$ cat config.mk
export PLATFORM = sky130hd
export DESIGN_NAME = lbts_status
export DESIGN_NICKNAME = d
export VERILOG_FILES = /design/src/verilog/lbts_pkg.sv /design/src/verilog/lbts_status.sv /design/src/verilog/lbts_lane_counter.sv
export SDC_FILE = /design/constraint.sdc
export NUM_CORES = 1
export LEC_CHECK = 0
export BUFFER_PORTS_ARGS = -buffer_cell sky130_fd_sc_hd__buf_2
export CORE_MARGIN = 4
export CORE_UTILIZATION = 35
export DETAILED_ROUTE_END_ITERATION = 10
export GPL_ROUTABILITY_DRIVEN = 0
export PLACE_DENSITY = 0.66
export SLEW_MARGIN = 20
export SYNTH_ARGS = -nofsm -noshare
export SYNTH_HDL_FRONTEND = slang
export SYNTH_SLANG_ARGS = --single-unit
$ cat constraint.sdc
create_clock -name sys_clk -period 2.5 [get_ports sys_clk]
set_input_delay 0.125 -clock sys_clk [delete_from_list [all_inputs] [get_ports sys_clk]]
set_output_delay 0.125 -clock sys_clk [all_outputs]
set_load 0.1 [all_outputs]
$ cat src/verilog/lbts_pkg.sv
/*
 Constants, register map and carrier types of the loopback test status block.
 Assumes a single core clock and the core's dword configuration access port.
*/
// What this block does
// - Status bit 0 shows loopback slave mode
// - Master sets slave-failed after 100 ms silence
// - Slave-failed never set while force is one
// - Writing start one clears slave-failed, unless a timeout sets it in that cycle
// - Writing start one clears lane-tested flags, except a lane whose test completes in that cycle
// - Lane-tested flag set when lane test completes
// - First count register holds lanes 0-3
// - Second count register holds lanes 4-7
// - Count code and disparity errors per lane
// - Writing start one zeroes every count, except a lane with an error counted in that cycle, which loads one
// - Untested lanes read a zero count
// - Start cleared leaves master mode
package lbts_pkg;
   // =====================================================
   // Register map (byte offsets inside the capability)
   localparam logic [11:0] CAP_BASE = 12'h10C;
   localparam logic [11:0] OFS_CTRL = 12'h008;
   localparam logic [11:0] OFS_STATUS = 12'h00C;
   localparam logic [11:0] OFS_ERR_LOW = 12'h010;
   localparam logic [11:0] OFS_ERR_HIGH = 12'h014;
   // =====================================================
   // Field positions and reset values
   localparam int CTRL_START_BIT = 0;
   localparam int CTRL_FORCE_BIT = 1;
   localparam int CTRL_WIDTH = 7;
   localparam int STAT_SLAVE_BIT = 0;
   localparam int STAT_FAILED_BIT = 1;
   localparam int STAT_TESTED_LSB = 8;
   localparam int LANES = 8;
   localparam int CNT_WIDTH = 8;
   localparam logic [CTRL_WIDTH-1:0] CTRL_RESET = 7'h00;
   localparam logic [CNT_WIDTH-1:0] CNT_RESET = 8'h00;
   localparam logic [CNT_WIDTH-1:0] CNT_MAX = 8'hFF;
   localparam logic [5:0] LTSSM_L0 = 6'h16;
   // =====================================================
   // Timing
   localparam longint CLK_HZ = 40000000;
   localparam longint SLAVE_TIMEOUT_MS = 100;
   localparam int SLAVE_TIMEOUT_CYCLES =
      int'(CLK_HZ / 1000 * SLAVE_TIMEOUT_MS);
   localparam int TIMER_WIDTH = 23;
   // =====================================================
   // Types
   typedef enum logic [3:0] {
      ST_IDLE = 4'h1,
      ST_MASTER = 4'h2,
      ST_WAIT_TS1 = 4'h4,
      ST_ACTIVE = 4'h8
   } lbts_state_e;
   typedef struct packed {
      logic suppressSkp;
      logic modCompliance;
      logic deemphasis;
      logic [1:0] linkSpeed;
      logic forceLoop;
      logic start;
   } lbts_ctrl_s;
   typedef struct packed {
      logic [9:0] dwAddr;
      logic [31:0] wrData;
      logic [3:0] byteEnN;
      logic wrEnN;
      logic rdEnN;
   } lbts_cfg_req_s;
endpackage

$ cat src/verilog/lbts_status.sv
/*
 Loopback test control, status and per-lane error count registers.
 Unmapped addresses read zero and ignore writes.
 Assumes the link logic on the core clock supplies training state,
 slave-mode, Loopback.Active entry, TS1 and per-lane error strobes,
 and that requests are held until the done strobe.
*/
`timescale 1ns/100ps
module lbts_status #(
   parameter int TIMEOUT_CYCLES = lbts_pkg::SLAVE_TIMEOUT_CYCLES
) (
   // Clock and reset
   input wire logic sys_clk,
   input wire logic reset,
   // Configuration access
   input wire lbts_pkg::lbts_cfg_req_s cfgReq,
   output logic [31:0] cfgRdData,
   output logic cfgDoneN,
   // Link state from the core
   input wire logic [5:0] linkTrainingStateCode,
   input wire logic slaveModeIn,
   input wire logic activeEntered,
   input wire logic ts1LoopbackSeen,
   input wire logic [7:0] laneErrorPulse,
   input wire logic [7:0] laneDonePulse,
   // Towards the master state machine
   output lbts_pkg::lbts_ctrl_s ctrlOut,
   output logic masterMode
);
   // =====================================================
   // Internal state
   localparam int TIMER_W = lbts_pkg::TIMER_WIDTH;
   // Terminal count of the slave response timer
   localparam logic [TIMER_W-1:0] TIMER_LAST =
      TIMER_W'(TIMEOUT_CYCLES - 1);
   lbts_pkg::lbts_ctrl_s ctrl;
   lbts_pkg::lbts_state_e state;
   lbts_pkg::lbts_state_e next_state;
   logic acked;
   logic slaveMode;
   logic slaveFailed;
   logic [TIMER_W-1:0] timer;

   // =====================================================
   // Request handshake
   // A held request is taken once, then ignored until released
   wire logic reqActive = ~cfgReq.wrEnN | ~cfgReq.rdEnN;
   wire logic accept = reqActive & ~acked & cfgDoneN;

   // =====================================================
   // Access decode
   wire logic [9:0] baseDw = lbts_pkg::CAP_BASE[11:2];
   wire logic hitCtrl =
      cfgReq.dwAddr == baseDw + 10'(lbts_pkg::OFS_CTRL[11:2]);
   wire logic hitStatus =
      cfgReq.dwAddr == baseDw + 10'(lbts_pkg::OFS_STATUS[11:2]);
   wire logic hitErrLow =
      cfgReq.dwAddr == baseDw + 10'(lbts_pkg::OFS_ERR_LOW[11:2]);
   wire logic hitErrHigh =
      cfgReq.dwAddr == baseDw + 10'(lbts_pkg::OFS_ERR_HIGH[11:2]);
   // Only byte 0 of the control register is writable
   wire logic ctrlWrite =
      accept & ~cfgReq.wrEnN & hitCtrl & ~cfgReq.byteEnN[0];
   wire logic startWrite =
      ctrlWrite & cfgReq.wrData[lbts_pkg::CTRL_START_BIT];
   wire lbts_pkg::lbts_ctrl_s next_ctrl = ctrlWrite ?
      lbts_pkg::lbts_ctrl_s'(cfgReq.wrData[lbts_pkg::CTRL_WIDTH-1:0]) : ctrl;

   // =====================================================
   // Master sequencing
   // Error and done strobes count only while testing
   wire logic inTest = (state == lbts_pkg::ST_WAIT_TS1) |
      (state == lbts_pkg::ST_ACTIVE);
   // A TS1 in the terminal cycle still counts as an answer
   wire logic timeout = (state == lbts_pkg::ST_WAIT_TS1) &
      (timer == TIMER_LAST) & ~ts1LoopbackSeen;
   wire logic failSet = timeout & ~ctrl.forceLoop;
   // Start is refused while the port is a loopback slave
   wire logic linkInL0 = (linkTrainingStateCode == lbts_pkg::LTSSM_L0);
   wire logic startOk = ctrl.start & ~slaveMode & linkInL0;

   always_comb begin
      next_state = state;
      case (state)
         lbts_pkg::ST_IDLE: begin
            // Force alone does nothing; start is required
            if (startOk) begin
               next_state = lbts_pkg::ST_MASTER;
            end
         end
         lbts_pkg::ST_MASTER: begin
            if (activeEntered) begin
               next_state = lbts_pkg::ST_WAIT_TS1;
            end
         end
         lbts_pkg::ST_WAIT_TS1: begin
            if (ts1LoopbackSeen || timeout) begin
               next_state = lbts_pkg::ST_ACTIVE;
            end
         end
         lbts_pkg::ST_ACTIVE: begin
            next_state = lbts_pkg::ST_ACTIVE;
         end
         default: begin
            next_state = lbts_pkg::ST_IDLE;
         end
      endcase
      if (!ctrl.start) begin
         next_state = lbts_pkg::ST_IDLE;
      end
   end

   // Timer runs only while waiting for the slave
   wire logic [TIMER_W-1:0] next_timer =
      (state == lbts_pkg::ST_WAIT_TS1) ? timer + 1'b1 : '0;
   // Failure set wins over the clear by a start write
   wire logic next_failed = failSet | (slaveFailed & ~startWrite);

   // =====================================================
   // Lane counters
   logic [lbts_pkg::CNT_WIDTH-1:0] laneCount [lbts_pkg::LANES];
   logic [lbts_pkg::LANES-1:0] laneTested;
   wire logic [63:0] countsShown;

   genvar lane;
   generate
      for (lane = 0; lane < lbts_pkg::LANES; lane++) begin : g_lane
         lbts_lane_counter u_counter (
            .sys_clk(sys_clk),
            .reset(reset),
            .clearAll(startWrite),
            .counting(inTest),
            .errorPulse(laneErrorPulse[lane]),
            .donePulse(laneDonePulse[lane]),
            .count(laneCount[lane]),
            .tested(laneTested[lane])
         );
         // Untested lanes read zero
         assign countsShown[lane*8 +: 8] = laneTested[lane] ?
            laneCount[lane] : lbts_pkg::CNT_RESET;
      end
   endgenerate

   // =====================================================
   // Read data
   wire logic [31:0] statusWord = {
      16'h0000,
      laneTested,
      6'h00,
      slaveFailed,
      slaveMode
   };
   wire logic [31:0] ctrlWord = {25'h0000000, ctrl};
   wire logic [31:0] errLowWord = countsShown[31:0];
   wire logic [31:0] errHighWord = countsShown[63:32];
   // Unmapped and reserved addresses read zero
   wire logic [31:0] readMux =
      hitCtrl ? ctrlWord :
      hitStatus ? statusWord :
      hitErrLow ? errLowWord :
      hitErrHigh ? errHighWord :
      32'h00000000;
   wire logic rdAccept = accept & ~cfgReq.rdEnN;
   // Read data stands until the next read is taken
   wire logic [31:0] next_rdData = rdAccept ? readMux : cfgRdData;
   wire logic next_doneN = ~accept;
   wire logic next_acked = reqActive & (acked | ~cfgDoneN);

   // =====================================================
   // Control register
   always_ff @(posedge sys_clk) begin
      if (reset) begin
         ctrl <= lbts_pkg::CTRL_RESET;
         ctrlOut <= lbts_pkg::CTRL_RESET;
      end else begin
         ctrl <= next_ctrl;
         ctrlOut <= next_ctrl;
      end
   end

   // =====================================================
   // Sequencer and response timer
   wire logic next_masterMode = (next_state != lbts_pkg::ST_IDLE);
   always_ff @(posedge sys_clk) begin
      if (reset) begin
         state <= lbts_pkg::ST_IDLE;
         masterMode <= 1'b0;
         timer <= '0;
      end else begin
         state <= next_state;
         masterMode <= next_masterMode;
         timer <= next_timer;
      end
   end

   // =====================================================
   // Status flags
   wire logic next_slaveMode = slaveModeIn;
   always_ff @(posedge sys_clk) begin
      if (reset) begin
         slaveMode <= 1'b0;
         slaveFailed <= 1'b0;
      end else begin
         slaveMode <= next_slaveMode;
         slaveFailed <= next_failed;
      end
   end

   // =====================================================
   // Bus response
   always_ff @(posedge sys_clk) begin
      if (reset) begin
         cfgRdData <= 32'h00000000;
         cfgDoneN <= 1'b1;
         acked <= 1'b0;
      end else begin
         cfgRdData <= next_rdData;
         cfgDoneN <= next_doneN;
         acked <= next_acked;
      end
   end
endmodule

$ cat src/verilog/lbts_lane_counter.sv
/*
 One lane's saturating error counter with its tested flag.
 Assumes strobes come from logic on the same core clock.
*/
`timescale 1ns/100ps
module lbts_lane_counter (
   // Clock and reset
   input wire logic sys_clk,
   input wire logic reset,
   // Control
   input wire logic clearAll,
   input wire logic counting,
   input wire logic errorPulse,
   input wire logic donePulse,
   // Results
   output logic [lbts_pkg::CNT_WIDTH-1:0] count,
   output logic tested
);
   wire logic countHit = counting & errorPulse;
   wire logic atMax = (count == lbts_pkg::CNT_MAX);
   wire logic [lbts_pkg::CNT_WIDTH-1:0] next_count =
      clearAll ? (countHit ? 8'h01 : lbts_pkg::CNT_RESET)
      : (countHit && !atMax) ? count + 8'h01 : count;
   // Done strobe wins over a simultaneous clear
   wire logic next_tested = (counting & donePulse) | (tested & ~clearAll);

   always_ff @(posedge sys_clk) begin
      if (reset) begin
         count <= lbts_pkg::CNT_RESET;
         tested <= 1'b0;
      end else begin
         count <= next_count;
         tested <= next_tested;
      end
   end
endmodule

## Word-level counts from Yosys, hierarchy flattened

Cells that the tools add are included.

- Input port bits: 75
- Memories: 0
- Register bits: 143
- Bits in latches: 0
- Word-level logic and storage cells: 186
- ROM bits: 0
- Bits in writable memories: 0

- Equality and inequality tests: 19
- Multiplexer cells: 41
- Reduce and logical (&&, ||, !) cells: 26
- Shift-type cells: 0
- Bitwise operators: 61
- Add/subtract/negate cells: 9
- $lt $le $gt $ge: 0
- Div/mod/pow operators: 0
- Multipliers: 0

Operators by type and width:

| cell | count |
|---|---|
| two-way mux 8 bit | 24 |
| two-way mux 32 bit | 4 |
| adder 8 x 1 -> 8 bit, second input constant | 8 |
| equality test 8 bit, second input constant | 8 |
| equality test 10 x 7 -> 1 bit, second input constant | 4 |
| AND 1 bit | 38 |
| adder 23 x 1 -> 23 bit, second input constant | 1 |
| equality test 23 x 22 -> 1 bit, second input constant | 1 |
| two-way mux 4 bit | 4 |
| one-hot mux 4 bit (4 select lines) | 1 |
| nonzero test 2 bit | 8 |
| OR 1 bit | 12 |
| inverter 1 bit | 11 |
| logical AND 1 bit | 8 |
| zero test 1 bit | 8 |
| two-way mux 1 bit | 8 |
| equality test 6 x 5 -> 1 bit, second input constant | 1 |
| equality test 4 x 1 -> 1 bit, second input constant | 1 |
| equality test 4 x 2 -> 1 bit, second input constant | 1 |
| equality test 4 x 3 -> 1 bit, second input constant | 1 |
| equality test 4 bit, second input constant | 1 |
| != test 4 x 1 -> 1 bit, second input constant | 1 |
| OR reduction 2 bit | 1 |
| logical OR 1 bit | 1 |

## Logic depth before layout (Yosys ltp)

- Word-level depth: 11
- Mapped depth: 7
- Depth with buffers taken out: 6

## Cells and area by module

Synthesis repeated with hierarchy kept, for this count alone.

- Cell total of the unflattened synthesis: 845
- Area, all modules: 7608.5 um^2

Modules (own cells, without submodules):

| module | cells an instance | area an instance (um^2) | sequential area each (um^2) | times used |
|---|---|---|---|---|
| lbts_lane_counter | 56 | 518.0 | 180.2 | 8 |
| lbts_status | 397 | 3464.6 | 1421.4 | 1 |

## Worst setup path before layout

OpenSTA, ideal clock, no wires.

- Path kind: register to register
- Start point: register cfgDoneN
- End point: register g_lane[7].u_counter.count[5] in the netlist's numbering
- Arrival time: 2.518 ns
- Library setup time: 0.122 ns
- Clock period less this slack: 2.639 ns
- Setup slack: -0.139 ns
- Required time: 2.378 ns
- Path buffers: 2
- Stages on the path, launching flop included: 8
- Path through: dfxtp_1 or4b_1 nor4b_4 nand2_4 nand2b_1 buf_6 buf_6 a21oi_1

- Word-level cells in the longest chain between the ends: 6
- Elaborated cells between the ends (all ways): 7

Ends and longest elaborated chain:

| what | RTL line | text |
|---|---|---|
| start, declared | lbts_status.sv:18 | `output logic cfgDoneN,` |
| start signal, assigned | lbts_status.sv:218 | `cfgDoneN <= next_doneN;` |
| AND 1 bit * | lbts_status.sv:48 | `wire logic accept = reqActive & ~acked & cfgDoneN;` |
| AND 1 bit * (3 in a row) | lbts_status.sv:63 | `accept & ~cfgReq.wrEnN & hitCtrl & ~cfgReq.byteEnN[0];` |
| AND 1 bit * | lbts_status.sv:65 | `ctrlWrite & cfgReq.wrData[lbts_pkg::CTRL_START_BIT];` |
| two-way mux 8 bit / nonzero test 2 bit (equally long branches) | - |  |
| end signal, assigned | lbts_lane_counter.sv:29 | `count <= lbts_pkg::CNT_RESET;` |
| end signal, assigned | lbts_lane_counter.sv:32 | `count <= next_count;` |
| end, declared | lbts_lane_counter.sv:16 | `output logic [lbts_pkg::CNT_WIDTH-1:0] count,` |

Mark *: on every way between the ends. The rest lies on a longest branch, timed or not.
A chain may end at the register's enable or synchronous reset.

## Final worst setup path

- Start point: input cfgReq[1] in the netlist's numbering
- End point: register g_lane[2].u_counter.count[7] in the netlist's numbering

- Word-level cells in the longest chain between the ends: 9
- Elaborated cells between the ends (all ways): 10

Ends and longest elaborated chain:

| what | RTL line | text |
|---|---|---|
| start, declared | lbts_status.sv:16 | `input wire lbts_pkg::lbts_cfg_req_s cfgReq,` |
| inverter 1 bit * | lbts_status.sv:47, lbts_status.sv:63 |  |
| OR 1 bit | lbts_status.sv:47 | `wire logic reqActive = ~cfgReq.wrEnN \| ~cfgReq.rdEnN;` |
| AND 1 bit (2 in a row) | lbts_status.sv:48 |  |
| AND 1 bit * (3 in a row) | lbts_status.sv:63 |  |
| AND 1 bit * | lbts_status.sv:65 |  |
| two-way mux 8 bit / nonzero test 2 bit (equally long branches) | - |  |
| end signal, assigned | lbts_lane_counter.sv:29 |  |
| end signal, assigned | lbts_lane_counter.sv:32 |  |
| end, declared | lbts_lane_counter.sv:16 |  |

Marks and branches as above.

==> metrics <==
status=finished, final reports clean; count leader, synth=dfxtp_1; reg2reg setup slack=0.39 ns; ys async rst share=0; syn avg cell area=8.56 um2; hpwl dp=12400 um; Synth Cell Area=between 6000 and 7000 um2; largest net degree at the start of global routing=29; CP Launch Type=primary input; Placed Instances=approximately 1.1k; initial antenna violation count=1; Core ar.=about 19000 um2; Post-DRT Antenna Nets=0; post-cts resize count=0; Layout Nets=between 900 and 1k; Die Y=146 um; Slew Viols, Final=0; Area Overhead vs Synth=21.9%; Core Rows=50; register area share after synthesis=0.429; clock transition at the registers of the reported paths=0.06 ns; RSZ-0062 raised after global routing=no; DIE WIDTH=~150 um; first-pass GRT wire length=about 28000 um; Yosys top cell by area=dfxtp_1; htree depth=4; cell area power density=~640 nW/um2; slowest stage delay, CP=0.64 ns; # diodes=0; share of the synthesized area in the top cell type=0.429; CTS tree=built; Finished Layout Cells=approximately 1.1k; drt total wl=between 15000 and 20000 um; detailed-route DRC error count=0; Rel. slew slack=0.558; post-route minimum period=approximately 2.2 ns; vias per cell=~5.3; Tightest Pin Transition=roughly 0.66 ns; Setup WS post-layout=0.347 ns; Fin. Hold Viols=0; Num CTS Buffers=17; CP Max Fanout=28; CTS root buf=clkbuf_16; vias in the first global route=around 5.4k; top cells by count, synth=143 x dfxtp_1, 91 x nand2_1, 88 x nor2_1; slowest stage cell, crit path=or4b_1; Pleak=around 2.9 nW; Final Cycle Share=0.861; kind of critical path=primary input to flip-flop; Setup Buffers After CTS=0; Syn Inst Count=779; synth warn=0; Avg WL per Cell=around 15 um; io pins=about 120; Setup TNS=0 ns; drt first-iter violations=451; DR vias=approximately 6.0k; type of the worst min-delay path=primary input to flip-flop; Hold Buf Count CTS=19; initial core utilization=0.357; maximum clock frequency=around 460 MHz; Post-synth EDFFs=0; Peak VDD IR=approximately 0.00043 V; largest cells by area after synthesis=dfxtp_1 43%, xnor2_1 6.4%, nand2_1 5.1%; layout cells sized above 1=0.158; Place WS=~0.36 ns; Pre-antenna DRT Iters=6; gr usage total=0.163; worst path required time=between 2 and 3 ns; clk_skew=about 0.0076 ns; Clk Latency, worst-skew pair=around 0.42 ns; Port Buffers=slightly below 90; Die ar.=around 21000 um2; CP arrival=2.45 ns; count of cell types in the netlist=49; post-synth net total=~860; clock sink count=approximately 140; total gr overflow=0; CP Capture Type=flip-flop; register bit total from synthesis=between 100 and 150; Bufs on Longest Clock Path=2; top_reg_cell synth=dfxtp_1; endpoints failing setup=0; total of max-cap violations=0; cells along the critical path=dlygate4sd3_1, buf_2, or4b_1, nor4b_4, nand2_4, nand2b_2, buf_4, nor2_1
## registers in the layout, summed over array words and instances (netlist names), 4 cells and up
name                     count
cfgRdData                   32
timer                       23
g_lane.u_counter.count      64
state                        4
g_lane.u_counter.tested      8
ctrl                         7
## layout make-up
type	instances	area, um2
inverters	5	18.8
repair buffers	121	738
fillers	1861	10600
flip-flops and latches	143	2860
clock inverters	12	165
multi-input cells	594	3600
well taps	234	293
clock buffers	20	457
## critical path: cells and delay by family
| kind | cells | cell delay, ns |
|---|---|---|
| AND/OR/NAND/NOR | 5 | 1.35 |
| buffers and inverters | 3 | 0.95 |
## routing by layer
metal | wire length (um) | track usage | vias up
li1 | - | - | 3015
met1 | 8280 | 0.235 | 2786
met2 | 7530 | 0.244 | 181
met3 | 1240 | 0.0366 | 22
met4 | 204 | 0.0461 | 2
met5 | 13 | 0 | -
## kinds of logic after synthesis
family,Yosys count,synth area share
buffers and inverters,42,0.0325
AOI/OAI and AO/OA,146,0.142
adders and majority gates,9,0.0169
DFF,143,0.429
and+or+nand+nor,368,0.286
xor gates and xnor gates,68,0.0893
muxes,3,0.00450
## final timing paths
check | from | end | depth (start not counted)
worst max-delay path | cfgReq[1] | g_lane[2].u_counter.count[7]$_SDFFE_PP0P_ | 8
worst min-delay path | laneErrorPulse[6] | g_lane[6].u_counter.count[0]$_SDFFE_PP0P_ | 3
worst max register to register | acked$_SDFF_PP0_ | g_lane[2].u_counter.count[7]$_SDFFE_PP0P_ | 6
worst min register to register | cfgRdData[26]$_SDFFE_PP0P_ | cfgRdData[26]$_SDFFE_PP0P_ | 2
## stage by stage
| stage | power (mW) | instance area [um2] | hold WS [ns] | util |
|---|---|---|---|---|
| final | 5.17 | 8130 | 0.0473 | 0.435 |
| after detailed placement | 2.53 | 7320 | 0.358 | 0.391 |
| after global routing | 5.34 | 8130 | 0.0491 | 0.435 |
| after global placement | 2.52 | 7320 | 0.342 | 0.391 |
| after CTS | 5.22 | 8130 | 0.0298 | 0.435 |
| after floorplan | 2.44 | 6670 | 0.250 | - |
## power by group
part           total [mW]  internal, mW  switching, mW
clock                2.67          1.71          0.958
combinational       0.213        0.0793          0.134
sequential           2.29          2.28        0.00370
## layout by cell type, fill, tap and decap left out, types with 3 or more instances in the layout
cell           synthesis  routed
nor2b_1               12      12
nand4_1               18      18
nor3b_1               13      13
nor4_1                12      12
nand2b_1              11      10
ha_1                   9       9
clkinv_2               0       6
a221oi_1               7       7
o21ai_0               41      41
nor3_1                20      20
dfxtp_1              143     142
bufinv_16              0       4
mux2i_1                3       3
clkbuf_16              0      17
dlygate4sd3_1          0      19
xnor2_1               49      49
a2111oi_0              4       4
nand2_1               91      91
a31oi_1               10      10
buf_4                  0      15
inv_1                  5       5
a22oi_1               17      17
or3_1                  4       4
and2_1                 8       8
a22o_1                13      13
a21oi_1               28      28
nor4b_1                9       9
buf_2                  5      87
and3_1                16      16
nor2_1                88      88
nand3b_1               4       4
nand3_1               40      40
xor2_1                19      19
a211oi_1              14      14
and4_1                13      13
Power figures use the tool's default switching activity.
